<file path="src/rtl/kbd_link_pkg.sv">
package kbd_link_pkg;
  localparam int CLK_MHZ = 250;
  // Bit timing in microseconds
  localparam int CELL_US = 440;
  localparam int HALF_US = 220;
  localparam int FIRST_US = 310;
  localparam int CARRIER_KHZ = 40;
  localparam int HALF_CYC = HALF_US * CLK_MHZ;
  localparam int CELL_CYC = CELL_US * CLK_MHZ;
  localparam int FIRST_CYC = FIRST_US * CLK_MHZ;
  // Half period of the 40 kHz carrier, rounded down
  localparam int CARR_HALF_CYC = (CLK_MHZ * 1000) / (2 * CARRIER_KHZ);
  localparam int VOTES = 5;
  localparam int VOTE_MAJ = 3;
  localparam int DATA_BITS = 8;
  localparam int STOP_CELLS = 11;
  localparam int BREAK_BIT = 7;
  localparam logic [7:0] BREAK_OFS = 8'h80;
  localparam int DATA_PORT_BIT = 6;
  localparam int TIMER_CHANNEL = 1;
endpackage

</file>
<file path="src/rtl/kbd_link_if.sv">
`timescale 1ns/1ps
`default_nettype none
interface kbd_link_if;
  logic ir_keyboard_rx_n;
  logic cable_data;
  logic cable_attached_n;
  modport keyboard (
    output ir_keyboard_rx_n,
    output cable_data,
    output cable_attached_n
  );
  modport receiver (
    input ir_keyboard_rx_n,
    input cable_data,
    input cable_attached_n
  );
endinterface
`default_nettype wire

</file>
<file path="src/rtl/kbd_link_rx.sv">
`timescale 1ns/1ps
`default_nettype none
// Function
// RULE1: start edge raises nonmaskable interrupt
// RULE2: wait for start trailing edge
// RULE3: first sample 310 us later
// RULE4: then sample every 220 us
// RULE5: five-sample majority per half bit
// RULE6: phase error if halves not complementary
// RULE7: parity error unless word odd
// RULE8: any error sounds a short tone
// RULE9: 40 kHz carrier demodulated to baseband
// RULE10: cable attached disables infrared path
// RULE11: same frame on both paths
// RULE12: keyboard sends make and break codes
// RULE13: break code is make plus 80
// RULE14: test tone drives diagnostic emitter
// RULE15: data bit six, timer channel one
// RULE16: 440 us biphase cell
// RULE17: start, eight data LSB first, parity, stop
// RULE18: eleven stop cells between words
// RULE19: reset returns to idle, clean
// RULE20: present code with error flags
module kbd_link_rx #(
  parameter int HALF_CYC = kbd_link_pkg::HALF_CYC,
  parameter int FIRST_CYC = kbd_link_pkg::FIRST_CYC,
  parameter int CARR_HALF_CYC = kbd_link_pkg::CARR_HALF_CYC,
  parameter int TONE_CYC = 4 * kbd_link_pkg::CELL_CYC
) (
  input wire logic i_ref_clk,
  input wire logic i_rst,
  input wire logic i_test_enable,
  input wire logic i_nmi_ack,
  kbd_link_if.receiver link,
  output logic o_nmi,
  output logic o_code_valid,
  output logic [7:0] o_code,
  output logic o_phase_err,
  output logic o_parity_err,
  output logic o_alarm,
  output logic o_receiver_test_tone
);
  typedef enum {S_IDLE, S_TRAIL, S_SAMPLE} rx_state_e;
  localparam int NB = kbd_link_pkg::DATA_BITS + 1;
  localparam int SUB_CYC = HALF_CYC / kbd_link_pkg::VOTES;
  localparam int FIRST_SUB = FIRST_CYC - (kbd_link_pkg::VOTES / 2) * SUB_CYC;

  //////////////////////////////////////////////////////////////////////////
  // Input synchronisers and demodulation
  logic [1:0] ir_s_q, cab_s_q, con_s_q;
  logic [15:0] hold_q, hold_d;
  logic data_q, data_d;
  logic ir_hi;

  always_comb begin
    ir_hi = 1'b0;
    hold_d = hold_q;
    // RULE9: stretch carrier bursts to baseband
    if (!ir_s_q[1]) begin
      hold_d = 16'(2 * CARR_HALF_CYC + CARR_HALF_CYC);
    end else if (hold_q != 16'h0000) begin
      hold_d = hold_q - 16'h0001;
    end
    ir_hi = hold_q != 16'h0000;
    // RULE10: cable attached masks infrared
    // RULE11: one deserializer for both
    data_d = con_s_q[1] ? ir_hi : cab_s_q[1];
  end

  always_ff @(posedge i_ref_clk or posedge i_rst) begin
    if (i_rst) begin
      ir_s_q <= 2'b11;
      cab_s_q <= 2'b00;
      con_s_q <= 2'b11;
      hold_q <= 16'h0000;
      data_q <= 1'b0;
    end else begin
      ir_s_q <= {ir_s_q[0], link.ir_keyboard_rx_n};
      cab_s_q <= {cab_s_q[0], link.cable_data};
      con_s_q <= {con_s_q[0], link.cable_attached_n};
      hold_q <= hold_d;
      data_q <= data_d;
    end
  end

  //////////////////////////////////////////////////////////////////////////
  // Deserializer
  rx_state_e st_q, st_d;
  logic [31:0] tmr_q, tmr_d;
  logic [2:0] vote_n_q, vote_n_d;
  logic [2:0] ones_q, ones_d;
  logic half_q, half_d;
  logic first_q, first_d;
  logic [3:0] bit_q, bit_d;
  logic [NB-1:0] sh_q, sh_d;
  logic ph_q, ph_d;
  logic prev_q, nmi_q, nmi_d;
  logic val_q, val_d;
  logic [7:0] code_q, code_d;
  logic pe_q, pe_d, pa_q, pa_d;
  logic [31:0] tone_q, tone_d;
  logic alarm_q, alarm_d;
  logic lvl;
  logic [2:0] ones_n;

  always_comb begin
    st_d = st_q;
    tmr_d = tmr_q;
    vote_n_d = vote_n_q;
    ones_d = ones_q;
    half_d = half_q;
    first_d = first_q;
    bit_d = bit_q;
    sh_d = sh_q;
    ph_d = ph_q;
    nmi_d = nmi_q & ~i_nmi_ack;
    val_d = 1'b0;
    code_d = code_q;
    pe_d = pe_q;
    pa_d = pa_q;
    tone_d = tone_q;
    alarm_d = 1'b0;
    ones_n = ones_q + {2'b00, data_q};
    lvl = ones_n >= 3'(kbd_link_pkg::VOTE_MAJ);
    if (tone_q != 32'h0) begin
      tone_d = tone_q - 32'h1;
      alarm_d = 1'b1;
    end
    case (st_q)
      S_IDLE: begin
        // RULE1: rising start edge
        if (data_q && !prev_q) begin
          nmi_d = 1'b1;
          st_d = S_TRAIL;
        end
      end
      S_TRAIL: begin
        // RULE2: start trailing edge
        if (!data_q) begin
          st_d = S_SAMPLE;
          // RULE3: 310 us to first half centre
          tmr_d = 32'(FIRST_SUB);
          vote_n_d = 3'h0;
          ones_d = 3'h0;
          half_d = 1'b0;
          bit_d = 4'h0;
          ph_d = 1'b0;
        end
      end
      S_SAMPLE: begin
        // RULE15: one shared sampling timer
        if (tmr_q != 32'h0) begin
          tmr_d = tmr_q - 32'h1;
        end else begin
          // RULE4: 220 us per half cell
          tmr_d = 32'(SUB_CYC - 1);
          vote_n_d = vote_n_q + 3'h1;
          ones_d = ones_n;
          // RULE5: majority of five
          if (vote_n_q == 3'(kbd_link_pkg::VOTES - 1)) begin
            vote_n_d = 3'h0;
            ones_d = 3'h0;
            half_d = ~half_q;
            if (!half_q) begin
              first_d = lvl;
            end else begin
              // RULE6: halves must differ
              ph_d = ph_q | (first_q == lvl);
              sh_d = {first_q, sh_q[NB-1:1]};
              bit_d = bit_q + 4'h1;
              if (bit_q == 4'(NB - 1)) begin
                st_d = S_IDLE;
                // RULE20: publish word and flags
                val_d = 1'b1;
                code_d = sh_d[7:0];
                pe_d = ph_q | (first_q == lvl);
                // RULE7: odd parity
                pa_d = ~^sh_d;
                // RULE8: error tone
                if (ph_q || (first_q == lvl) || !(^sh_d)) begin
                  tone_d = 32'(TONE_CYC);
                end
              end
            end
          end
        end
      end
      default: st_d = S_IDLE;
    endcase
  end

  // RULE19: clean idle after reset
  always_ff @(posedge i_ref_clk or posedge i_rst) begin
    if (i_rst) begin
      st_q <= S_IDLE;
      tmr_q <= 32'h0;
      vote_n_q <= 3'h0;
      ones_q <= 3'h0;
      half_q <= 1'b0;
      first_q <= 1'b0;
      bit_q <= 4'h0;
      sh_q <= '0;
      ph_q <= 1'b0;
      prev_q <= 1'b1;
      nmi_q <= 1'b0;
      val_q <= 1'b0;
      code_q <= 8'h00;
      pe_q <= 1'b0;
      pa_q <= 1'b0;
      tone_q <= 32'h0;
      alarm_q <= 1'b0;
    end else begin
      st_q <= st_d;
      tmr_q <= tmr_d;
      vote_n_q <= vote_n_d;
      ones_q <= ones_d;
      half_q <= half_d;
      first_q <= first_d;
      bit_q <= bit_d;
      sh_q <= sh_d;
      ph_q <= ph_d;
      prev_q <= data_q;
      nmi_q <= nmi_d;
      val_q <= val_d;
      code_q <= code_d;
      pe_q <= pe_d;
      pa_q <= pa_d;
      tone_q <= tone_d;
      alarm_q <= alarm_d;
    end
  end

  //////////////////////////////////////////////////////////////////////////
  // Diagnostic emitter tone
  logic [15:0] tc_q, tc_d;
  logic tt_q, tt_d;
  always_comb begin
    tc_d = tc_q + 16'h0001;
    tt_d = tt_q;
    // RULE14: test tone on request
    if (!i_test_enable) begin
      tc_d = 16'h0000;
      tt_d = 1'b0;
    end else if (tc_q == 16'(CARR_HALF_CYC - 1)) begin
      tc_d = 16'h0000;
      tt_d = ~tt_q;
    end
  end
  always_ff @(posedge i_ref_clk or posedge i_rst) begin
    if (i_rst) begin
      tc_q <= 16'h0000;
      tt_q <= 1'b0;
    end else begin
      tc_q <= tc_d;
      tt_q <= tt_d;
    end
  end

  assign o_nmi = nmi_q;
  assign o_code_valid = val_q;
  assign o_code = code_q;
  assign o_phase_err = pe_q;
  assign o_parity_err = pa_q;
  assign o_alarm = alarm_q;
  assign o_receiver_test_tone = tt_q;
endmodule
`default_nettype wire

</file>
<file path="src/flat_wrapper.sv">
// flat-port wrapper written by rule: the top's interface ports become plain ports
module kbd_link_rx_flat 
#(
  parameter int HALF_CYC = kbd_link_pkg::HALF_CYC,
  parameter int FIRST_CYC = kbd_link_pkg::FIRST_CYC,
  parameter int CARR_HALF_CYC = kbd_link_pkg::CARR_HALF_CYC,
  parameter int TONE_CYC = 4 * kbd_link_pkg::CELL_CYC
)
  (i_ref_clk, i_rst, i_test_enable, i_nmi_ack, o_nmi, o_code_valid, o_code, o_phase_err, o_parity_err, o_alarm, o_receiver_test_tone, link_ir_keyboard_rx_n, link_cable_data, link_cable_attached_n);
  kbd_link_if link_i ();
  input wire logic i_ref_clk;
  input wire logic i_rst;
  input wire logic i_test_enable;
  input wire logic i_nmi_ack;
  output logic o_nmi;
  output logic o_code_valid;
  output logic [7:0] o_code;
  output logic o_phase_err;
  output logic o_parity_err;
  output logic o_alarm;
  output logic o_receiver_test_tone;
  input wire logic [$bits(link_i.ir_keyboard_rx_n)-1:0] link_ir_keyboard_rx_n;
  input wire logic [$bits(link_i.cable_data)-1:0] link_cable_data;
  input wire logic [$bits(link_i.cable_attached_n)-1:0] link_cable_attached_n;
  assign link_i.ir_keyboard_rx_n = link_ir_keyboard_rx_n;
  assign link_i.cable_data = link_cable_data;
  assign link_i.cable_attached_n = link_cable_attached_n;
  kbd_link_rx #(.HALF_CYC(HALF_CYC), .FIRST_CYC(FIRST_CYC), .CARR_HALF_CYC(CARR_HALF_CYC), .TONE_CYC(TONE_CYC)) u_core (.i_ref_clk(i_ref_clk), .i_rst(i_rst), .i_test_enable(i_test_enable), .i_nmi_ack(i_nmi_ack), .link(link_i), .o_nmi(o_nmi), .o_code_valid(o_code_valid), .o_code(o_code), .o_phase_err(o_phase_err), .o_parity_err(o_parity_err), .o_alarm(o_alarm), .o_receiver_test_tone(o_receiver_test_tone));
endmodule
</file>
<file path="config.mk">
export PLATFORM = sky130hd
export DESIGN_NAME = kbd_link_rx_flat
export DESIGN_NICKNAME = d
export VERILOG_FILES = /design/src/rtl/kbd_link_pkg.sv /design/src/rtl/kbd_link_if.sv /design/src/rtl/kbd_link_rx.sv /design/src/flat_wrapper.sv
export SDC_FILE = /design/constraint.sdc
export NUM_CORES = 1
export LEC_CHECK = 0
export BUFFER_PORTS_ARGS = -buffer_cell sky130_fd_sc_hd__buf_2
export CORE_UTILIZATION = 35
export CTS_BUF_LIST = sky130_fd_sc_hd__clkbuf_4
export DETAILED_ROUTE_END_ITERATION = 6
export SLEW_MARGIN = 20
export SYNTH_ARGS = -nofsm -noshare
export SYNTH_HDL_FRONTEND = slang
export SYNTH_SLANG_ARGS = --single-unit
</file>
<file path="constraint.sdc">
create_clock -name i_ref_clk -period 7.8 [get_ports i_ref_clk]
set_input_delay 1.17 -clock i_ref_clk [delete_from_list [all_inputs] [get_ports i_ref_clk]]
set_output_delay 1.17 -clock i_ref_clk [all_outputs]
set_load 0.01 [all_outputs]
</file>
# After elaboration in Yosys (flattened, before gate mapping)
# Cells that the tools add are included.
# op_classes
n_bitwise,6
n_reduce_logical,20
muxes,52
magnitude_cmp,1
addsub,7
eq_ne,14
# op_table
operator,n
$mux W32,15
$pmux W32 S3,1
$mux W16,4
$pmux W32 S2,1
$reduce_bool A32 Y1,2
$sub A32 B1 Y32 const B,2
$eq A32 B1 Y1 const B,1
$eq A32 B2 Y1 const B,1
$logic_not A32 Y1,1
$mux W1,17
$add A16 B1 Y16 const B,1
$eq A16 B12 Y1 const B,1
$mux W4,4
$reduce_bool A16 Y1,1
$sub A16 B1 Y16 const B,1
$mux W3,5
$pmux W3 S2,2
$reduce_and A4 Y1,3
$ne A2 B1 Y1 const B,5
$reduce_and A5 Y1,2
$reduce_xnor A9 Y1,1
$reduce_xor A9 Y1,1
$pmux W4 S2,1
$ne A2 B2 Y1 const B,3
18 further kinds,24
# totals
word_cells,124
input_bits,7
reg_bits,172
out_inout_bits,14

# Longest topological paths before layout
# Gate-level depths: netlist of run 1.
# logic_depth
word_depth,11
depth_mapped,10
mapped_depth_nobuf,7

# Worst setup path before layout of run 1
# No wires, ideal clock.
# synth_path
path_kind,reg-to-reg
from,register u_core.tmr_q[0]
to,"register u_core.code_q[0], in the netlist u_core.o_code[0]"
setup_ps,125
path_stages_with_launch,10
slack_ps,5245
required_time_ps,7675
arrival_ps,2430
cell_sequence,dfrtp_1 > inv_1 > ha_1 > or3b_1 > clkbuf_1 > nor3_2 > nand3_2 > or4_1 > buf_6 > mux2_4
# synth_via
elab_chain_len,3
# synth_rtl
element,line_no,source
from (decl),kbd_link_rx.sv:89,"logic [31:0] tmr_q, tmr_d;"
from (signal assigned),kbd_link_rx.sv:214,tmr_q <= tmr_d;
$reduce_bool A32 Y1,kbd_link_rx.sv:152,if (tmr_q != 32'h0) begin
$not A1 Y1 (no line),-,
$reduce_and A5 Y1 (no line),-,
to (signal assigned),kbd_link_rx.sv:225,code_q <= code_d;
to (decl),kbd_link_rx.sv:99,"logic [7:0] code_q, code_d;"
# No other way between the ends.
# A chain may end at the register's enable or synchronous reset.

# Worst setup path after layout of run 1
# layout_path
from,register u_core.tmr_q[0]
to,register u_core.tone_q[7]
# layout_via
elab_chain_len,3
# layout_rtl
element,line_no,source
$reduce_bool A32 Y1,kbd_link_rx.sv:152,
$mux W32,kbd_link_rx.sv:152,
$mux W32,kbd_link_rx.sv:129,case (st_q)
net u_core.tone_d[7],kbd_link_rx.sv:101,"logic [31:0] tone_q, tone_d;"
to (signal assigned),kbd_link_rx.sv:228,tone_q <= tone_d;
to (decl),kbd_link_rx.sv:101,
# The timed path passes the listed nets, and every way through them passes these cells.

==> flow_summary.yaml, run 1 <==
place:
  dp.cells: 995
  hpwl_mm: 10.06
  gp_congestion: 0.8267
  place_area_sq_um: 7770
  portBuffers: 20
yosys:
  synth_fa_ha_area_share_pct: 2.533
  synth.area.top_cells: "dfrtp_1 46%, xnor2_1 4.8%, nor2_1 3.9%, ha_1 2.5%, nand2_1 2.5%"
  synth-seq-area-share_pct: 47.70
  postSynthAreaPerCell_sq_um: 10.16
  async_reset_ff_share_pct: 100.0
  synth-edff-count: 0
  netlist.area_leader.share_pct: 45.93
  synth_nets: 751
  ys_seq_elements: 141
  synth-simple-area-share_pct: 23.57
  synth_flop_cell: "dfrtp_1"
  synth_cell_types: 69
  synth-compound-area-share_pct: 11.45
  yosys.area.top_type: "dfrtp_1"
  syn_area_sq_um: 7410
  synthMuxAreaShare_pct: 4.019
  postSynthCellCount: 729
  synth_xor_area_share_pct: 7.633
  synth_top_family_by_area: "simple AND/OR/NAND/NOR gates"
  ys_warn_count: 0
sta:
  hold_viol: 0
  slew_violations: 0
  hold_slack_ns: 0.3646
  fin_setup_tns_ns: 0
  finClkSkew_ns: 0.02208
  period_needed_ns: 3.242
  worst_slew_pin_slew_ns: 0.8700
  fin_crit_sh_pct: 41.56
  fmax_mhz: 308.5
  max-slew-margin-rel_pct: 41.18
  rsz0062_at_grt: "false"
  setup_violations: 0
global_routing:
  grt_usage_pct: 14.99
  grt_pass1_wl_mm: 26.40
  grt_pass1_vias: 5402
  grt_overflow_total: 0
  antenna_found_initial: 1
  grt_max_degree: 84
finish:
  drive_gt1_share_pct: 14.13
  finalNetCount: 766
  final_cells: 1028
  area_delta_synth_final_pct: 8.240
  layout_common_cells: "136 x dfrtp_1, 76 x nor2_1, 50 x nand2_1, 41 x xnor2_1"
  final_area_sq_um: 8020
  mostFrequentLayoutCell: "dfrtp_1"
cts:
  post_cts_resized: 0
  cts_sinks: 141
  cts_buffer_depth: 2
  htreeDepth: 4
  root_buffer: "clkbuf_4"
  cts_tree: "built"
  clk_pin_slew_ns: 0.13
  cts_buffers: 17
  ctsHoldBuffers: 0
  clock_latency_ns: 0.55
  post_cts_buffers: 0
die:
  design.core.area_sq_um: 20490
  pin_count: 21
  std_cell_rows: 52
  fp.dieW_microns: 147.5
  start_util_pct: 36.15
  die_h_microns: 147.5
  dieArea_sq_um: 21760
setup_path:
  crit_required_ns: 8.28
  r2r_start: "u_core.tmr_q[0]"
  crit_path_start_kind: "flip-flop"
  worst-setup-path-type: "reg -> reg"
  crit_start: "u_core.tmr_q[0]"
  cp.arrival_ns: 3.72
  r2r.worst_path.cells: 8
  endpoint_kind: "flip-flop"
  rr_endpoint: "u_core.tone_q[7]"
  rrSetupSlack_ns: 4.56
  cp_max_fo: 32
min_path:
  whs_path_depth: 0
  hold_path_end: "u_core.cab_s_q[1]"
  hold_path_class: "reg -> reg"
  hp-start: "u_core.cab_s_q[0]"
routing:
  dr.first_iter.drc_count: 348
  viasPerCell: 5.275
  drtPass1Iterations: 4
  routedWlPerCell_microns: 14.78
  drc: 0
  ant_nets: 0
  vias: 5423
  drt-total-wl_mm: 15.20
power:
  power_w: 0.001484
  power_leakage_nw: 3.528
  power.density_nw_per_um2: 185.1
  irDropWorstVdd_mv: 0.08613
outcome:
  status: "completed"
job:
  drv_cap: 0
## critical path, cell delays in order, from the launching register on
cell and delay (ns):
dfrtp_1 0.42, inv_1 0.09, ha_1 0.18, or3b_1 0.47, nor4_1 0.40, nand4_1 0.63
a311oi_4 0.45, buf_4 0.37, or3_1 0.16
## sequential cells by signal, indices dropped and copies added (netlist names), 2 cells and up
name / count
u_core.con_s_q: 2
u_core.vote_n_q: 3
u_core.bit_q: 4
u_core.hold_q: 16
u_core.tc_q: 16
u_core.cab_s_q: 2
u_core.tmr_q: 32
u_core.st_q: 2
u_core.sh_q: 8
u_core.o_code: 8
u_core.tone_q: 32
u_core.ir_s_q: 2
u_core.ones_q: 3
## kinds of logic after synthesis
group	after synthesis
fa+ha+maj	15
compound gates	122
flops	141
buf+inv	55
xor+xnor	63
simple gates	309
mux	24
## worst max-delay path by stage
stage / end / depth (start not counted)
2_1_floorplan: u_core.bit_q[0] / 1
3_3_place_gp: u_core.tone_q[7] / 6
3_5_place_dp: u_core.tone_q[7] / 8
4_1_cts: u_core.tone_q[7] / 8
5_1_grt: u_core.tone_q[0] / 8
6_report: u_core.tone_q[7] / 8
## final cells by class
class	count	area, sq um
Antenna cell	1	2.502
Clock buffer	18	135.1
Clock inverter	14	106.4
Fill cell	2041	12470
Inverter	26	102.6
Multi-Input combinational cell	533	3664
Sequential cell	141	3535
Tap cell	270	337.8
Timing Repair Buffer	25	137.6
## report_power, final
part           leakage, nW  switching (W)  total (W)  internal, W
combinational         1.54       0.000204   0.000283    0.0000792
sequential            1.86      0.0000185   0.000771     0.000753
clock                0.134       0.000295   0.000430     0.000135
total                 3.53       0.000518    0.00148     0.000967
## per-stage QoR
stage	utilization [%]	worst slack (ns)
after CTS	39.09	4.512
after global routing	39.13	4.249
final	39.13	4.558
after global placement	37.91	4.630
after detailed placement	37.91	4.557
after floorplan	-	2.857
## metal layers
metal  track usage (%)  vias up  share of wire (%)
li1                  -     2689                  -
met1             20.32     2649                 49
met2             23.73       71                 46
met3             3.210       14                3.1
met4             5.155        0                1.4
met5                 0        -                  0
## cells in the mapped netlist, types with 9 or more instances
library cell / n
o21ai_0: 25
nor4_1: 18
nand2b_1: 9
clkbuf_1: 21
dfrtp_1: 136
nand2_1: 50
a21oi_1: 24
or3_1: 17
mux2_4: 9
or4_1: 16
inv_1: 26
nor2_1: 76
ha_1: 15
xnor2_1: 41
and2_1: 10
nand3_1: 25
nor3_1: 24
nand4_1: 17
xor2_1: 21
mux2_2: 10
Note: power is estimated with default switching activity, not from simulation.
==> run 2: changes to the inputs <==
clock period = 2.8 ns   (was 7.8 ns; I/O delays follow)
==> run 2 against run 1 <==
Total power rose to 2.9 times the previous value. Clock power rose to 3.0 times the previous value. Count of clock-buffer cells in the layout unchanged. Largest cell class unchanged. Flip-flop and latch count unchanged. First-iteration DRC count up 17%. Final area up 4.8%. Die area unchanged. Largest power group unchanged.
==> flow_summary.yaml, run 2 (synthesized netlist as in run 1, its figures left out) <==
outcome:
  status: "completed"
global_routing:
  grt_pass1_vias: 5596
  antenna_found_initial: 1
  grt_usage_pct: 15.54
  grt_pass1_wl_mm: 27.30
  grt_max_degree: 142
  grt_overflow_total: 0
sta:
  slew_violations: 0
  fmax_mhz: 382.1
  worst_slew_pin_slew_ns: 0.7928
  layout_setup_ws_ns: 0.1826
  finClkSkew_ns: 0.02711
  fin_setup_tns_ns: 0
  period_needed_ns: 2.617
  hold_viol: 0
  setup_violations: 0
  max-slew-margin-rel_pct: 47.15
  rsz0062_at_grt: "false"
  fin_crit_sh_pct: 93.48
setup_path:
  endpoint_kind: "flip-flop"
  rrSetupSlack_ns: 0.18
  critPathSlowestCell: "or4b_2"
  worst-setup-path-type: "reg -> reg"
  crit_path_cell_trace: "inv_1, ha_1, or4b_2, or3_1, o31ai_4, nor4_1, or3_1"
  crit_path_start_kind: "flip-flop"
  cp_max_fo: 6
  crit_required_ns: 3.23
  cp.arrival_ns: 3.05
  cp_common_cell: "or3_1"
  critPathMaxStageDelay_ns: 0.62
cts:
  post_cts_buffers: 0
  htreeDepth: 4
  root_buffer: "clkbuf_4"
  cts_buffer_depth: 2
  cts_tree: "built"
  cts_buffers: 17
  cts_sinks: 141
  ctsHoldBuffers: 4
  post_cts_resized: 0
  clock_latency_ns: 0.56
  clk_pin_slew_ns: 0.13
finish:
  layout_common_cells: "136 x dfrtp_1, 76 x nor2_1, 50 x nand2_1, 43 x buf_4, 41 x xnor2_1"
  top_regs: "u_core.tmr_q x32, u_core.tone_q x32"
  fillerInstances: 2032
  mostFrequentLayoutCell: "dfrtp_1"
  final_cells: 1072
  drive_gt1_share_pct: 18.23
  finalNetCount: 810
  area_delta_synth_final_pct: 13.46
power:
  power_leakage_nw: 3.755
  irDropWorstVdd_mv: 0.2895
  power_w: 0.004313
  power.density_nw_per_um2: 513.0
die:
  fp.dieW_microns: 147.5
  std_cell_rows: 52
  start_util_pct: 36.15
  design.core.area_sq_um: 20490
  dieArea_sq_um: 21760
  die_h_microns: 147.5
  pin_count: 21
place:
  pre_cts_ws_ns: 0.2078
  hpwl_mm: 10.61
  portBuffers: 20
  gp_congestion: 0.8656
  dp.cells: 1035
routing:
  dr.first_iter.drc_count: 406
  ant_nets: 0
  drc: 0
  routedWlPerCell_microns: 14.49
  viasPerCell: 5.210
  drtPass1Iterations: 4
  vias: 5585
  drt-total-wl_mm: 15.53
job:
  drv_cap: 0
min_path:
  hold_path_class: "in -> async"
-- run 2: changes by cell type in the layout (fill, tap and decap cells not counted), sizes merged --
cell	change
bufinv	+1
dlygate4sd3	+4
buf	+40
clkinvlp	+1
inv	-2
-- run 2: layer usage --
metal	vias up	wire, microns	global-route usage [%]
li1	2768	-	-
met2	90	6849	23.37
met1	2721	8023	22.02
met4	0	106	4.330
met5	-	0	0
met3	6	551	3.981
-- run 2: power by group --
group	internal [W]	switching, W	total [W]
Sequential	0.00210	0.0000522	0.00215
Combinational	0.000294	0.000581	0.000876
Clock	0.000469	0.000819	0.00129
Total	0.00286	0.00145	0.00431
-- run 2: critical path, delay by kind of cell (launching register included) --
kind	cells	cell delay, ns
AO/OA/AOI/OAI	1	0.32
buffers and inverters	1	0.12
adder cells (fa/ha/maj)	1	0.16
flip-flops	1	0.43
AND/OR/NAND/NOR	4	1.47
-- run 2: final cells by class --
class	instances	area, sq um	area share [%]
Inverter	26	101.3	1.206
Antenna cell	1	2.502	0.02977
Sequential cell	141	3535	42.04
Clock buffer	18	135.1	1.607
Timing Repair Buffer	69	503.0	5.983
Clock inverter	14	135.1	1.607
Multi-Input combinational cell	533	3657	43.50
Tap cell	270	337.8	4.018
-- run 2: worst paths after layout --
check / end / depth (start not counted) / start
min in group i_ref_clk: u_core.o_receiver_test_tone / 2 / i_test_enable
worst max-delay path: u_core.tone_q[7] / 7 / u_core.tone_q[0]
worst max register to register: u_core.tone_q[7] / 7 / u_core.tone_q[0]
max in group asynchronous: u_core.hold_q[15] / 3 / i_rst
worst min-delay path: u_core.st_q[0] / 3 / i_rst
worst min register to register: u_core.con_s_q[1] / 0 / u_core.con_s_q[0]
-- run 2: per-stage QoR --
stage	util, %	hold slack, ns	area (sq um)
after detailed placement	39.49	0.3442	8094
after global routing	41.02	0.05491	8407
after global placement	39.49	0.3339	8094
final	41.02	0.02514	8407
after CTS	41.01	0.05536	8404
after floorplan	-	0.3312	7413
==> run 3: changes to the inputs <==
SETUP_SLACK_MARGIN = 0.2   (was not set)
==> run 3 against run 2 <==
Clock power about the same. Core utilization rose by 0.96 points. Sequential share of layout area fell by 0.97 points. Sequential power barely moved. Critical path type unchanged.
==> flow_summary.yaml, run 3 (synthesized netlist as in run 1, its figures left out) <==
cts:
  htreeDepth: 4
  root_buffer: "clkbuf_4"
  clock_latency_ns: 0.56
  clk_pin_slew_ns: 0.13
  cts_buffers: 17
  cts_tree: "built"
  cts_buffer_depth: 2
  cts_sinks: 141
job:
  drv_cap: 0
global_routing:
  grt_pass1_vias: 5616
  antenna_found_initial: 1
  grt_max_degree: 142
  grt_overflow_total: 0
  grt_pass1_wl_mm: 27.35
  grt_usage_pct: 15.57
sta:
  hold_viol: 0
  max-slew-margin-rel_pct: 46.29
  rsz0062_at_grt: "true"
  setup_violations: 0
  finClkSkew_ns: 0.02640
  slew_violations: 0
  fin_crit_sh_pct: 90.76
  layout_setup_ws_ns: 0.2588
  period_needed_ns: 2.541
  fmax_mhz: 393.5
  fin_setup_tns_ns: 0
  worst_slew_pin_slew_ns: 0.8057
setup_path:
  crit_required_ns: 3.24
  worst-setup-path-type: "reg -> reg"
  crit_path_start_kind: "flip-flop"
  r2r_start: "u_core.tone_q[0]"
  rr_endpoint: "u_core.tone_q[7]"
  crit_start: "u_core.tone_q[0]"
  cp_max_fo: 4
  cp.arrival_ns: 2.98
  rrSetupSlack_ns: 0.26
  endpoint_kind: "flip-flop"
  endpoint: "u_core.tone_q[7]"
  r2r.worst_path.cells: 7
routing:
  ant_nets: 0
  drtPass1Iterations: 5
  drt-total-wl_mm: 16.21
  dr.first_iter.drc_count: 411
  viasPerCell: 5.258
  vias: 5694
  routedWlPerCell_microns: 14.97
  drc: 0
place:
  place_area_sq_um: 8094
  pre_cts_ws_ns: 0.2078
  dp.cells: 1035
  hpwl_mm: 10.61
  portBuffers: 20
  gp_congestion: 0.8656
finish:
  top_regs: "u_core.tmr_q x32, u_core.tone_q x32"
  area_delta_synth_final_pct: 16.13
  fin_util_pct: 41.98
  mostFrequentLayoutCell: "dfrtp_1"
  drive_gt1_share_pct: 20.81
  final_area_sq_um: 8605
  final_cells: 1083
  layout_common_cells: "136 x dfrtp_1, 76 x nor2_1, 50 x nand2_1, 50 x buf_4, 40 x xnor2_1"
  finalNetCount: 821
power:
  power.density_nw_per_um2: 505.3
  power_leakage_nw: 3.835
  irDropWorstVdd_mv: 0.2902
min_path:
  hold_path_class: "in -> async"
die:
  pin_count: 21
  dieArea_sq_um: 21760
  std_cell_rows: 52
  fp.dieW_microns: 147.5
  start_util_pct: 36.15
  die_h_microns: 147.5
  design.core.area_sq_um: 20490
outcome:
  status: "completed"
run 3: layout make-up:
class | count | area (sq um)
sequential | 141 | 3535
tap | 270 | 337.8
inverter | 26 | 101.3
multi-input combinational | 533 | 3721
clock buffer | 18 | 135.1
clock inverter | 14 | 135.1
antenna | 1 | 2.502
fill | 2010 | 11890
timing repair buffer | 80 | 636.9
run 3: worst min path at each step:
stage                     slack (ns)                     endpoint  cells after the start         startpoint
final                           0.02               u_core.st_q[0]                      3              i_rst
after floorplan                 0.33            u_core.cab_s_q[1]                      0  u_core.cab_s_q[0]
after detailed placement        0.34            u_core.cab_s_q[1]                      0  u_core.cab_s_q[0]
after global routing            0.04             u_core.tmr_q[19]                      3              i_rst
after CTS                       0.06  u_core.o_receiver_test_tone                      2      i_test_enable
after global placement          0.33            u_core.cab_s_q[1]                      0  u_core.cab_s_q[0]
run 3: worst max-delay path, cell delays in order, from the launching register on:
cell     delay, ns
dfrtp_1       0.43
inv_1         0.13
ha_1          0.17
or4b_2        0.64
or3_4         0.39
o31ai_4       0.25
nor4_1        0.07
or3_1         0.36
run 3: power breakdown:
| group | leakage, nW | switching (W) | internal [W] | total (W) |
|---|---|---|---|---|
| Sequential | 1.86 | 0.0000551 | 0.00210 | 0.00215 |
| Combinational | 1.83 | 0.000591 | 0.000310 | 0.000901 |
| Clock | 0.144 | 0.000826 | 0.000469 | 0.00129 |
run 3: metrics by stage:
| step | hold WS, ns | power [W] |
|---|---|---|
| 4_1_cts | 0.05536 | 0.004384 |
| 2_1_floorplan | 0.3312 | 0.002751 |
| 3_3_place_gp | 0.3339 | 0.003056 |
| 3_5_place_dp | 0.3442 | 0.003063 |
| 6_report | 0.01884 | 0.004347 |
| 5_1_grt | 0.03897 | 0.004621 |
run 3: layer usage:
layer  track usage [%]  wire length (microns)
met5                 0                      0
met4             4.330                    152
met3             3.981                    566
met2             23.49                   7218
met1             22.02                   8270
run 3: what timing repair did:
item / CTS / global route
pin swaps: 1 / 4
gates resized for setup: 1 / 13
setup endpoints to repair: 1 / 53
buffers inserted: 2 / 6
gates cloned: 0 / 3
hold endpoints to repair: 4 / 0
hold buffers: 4 / 0
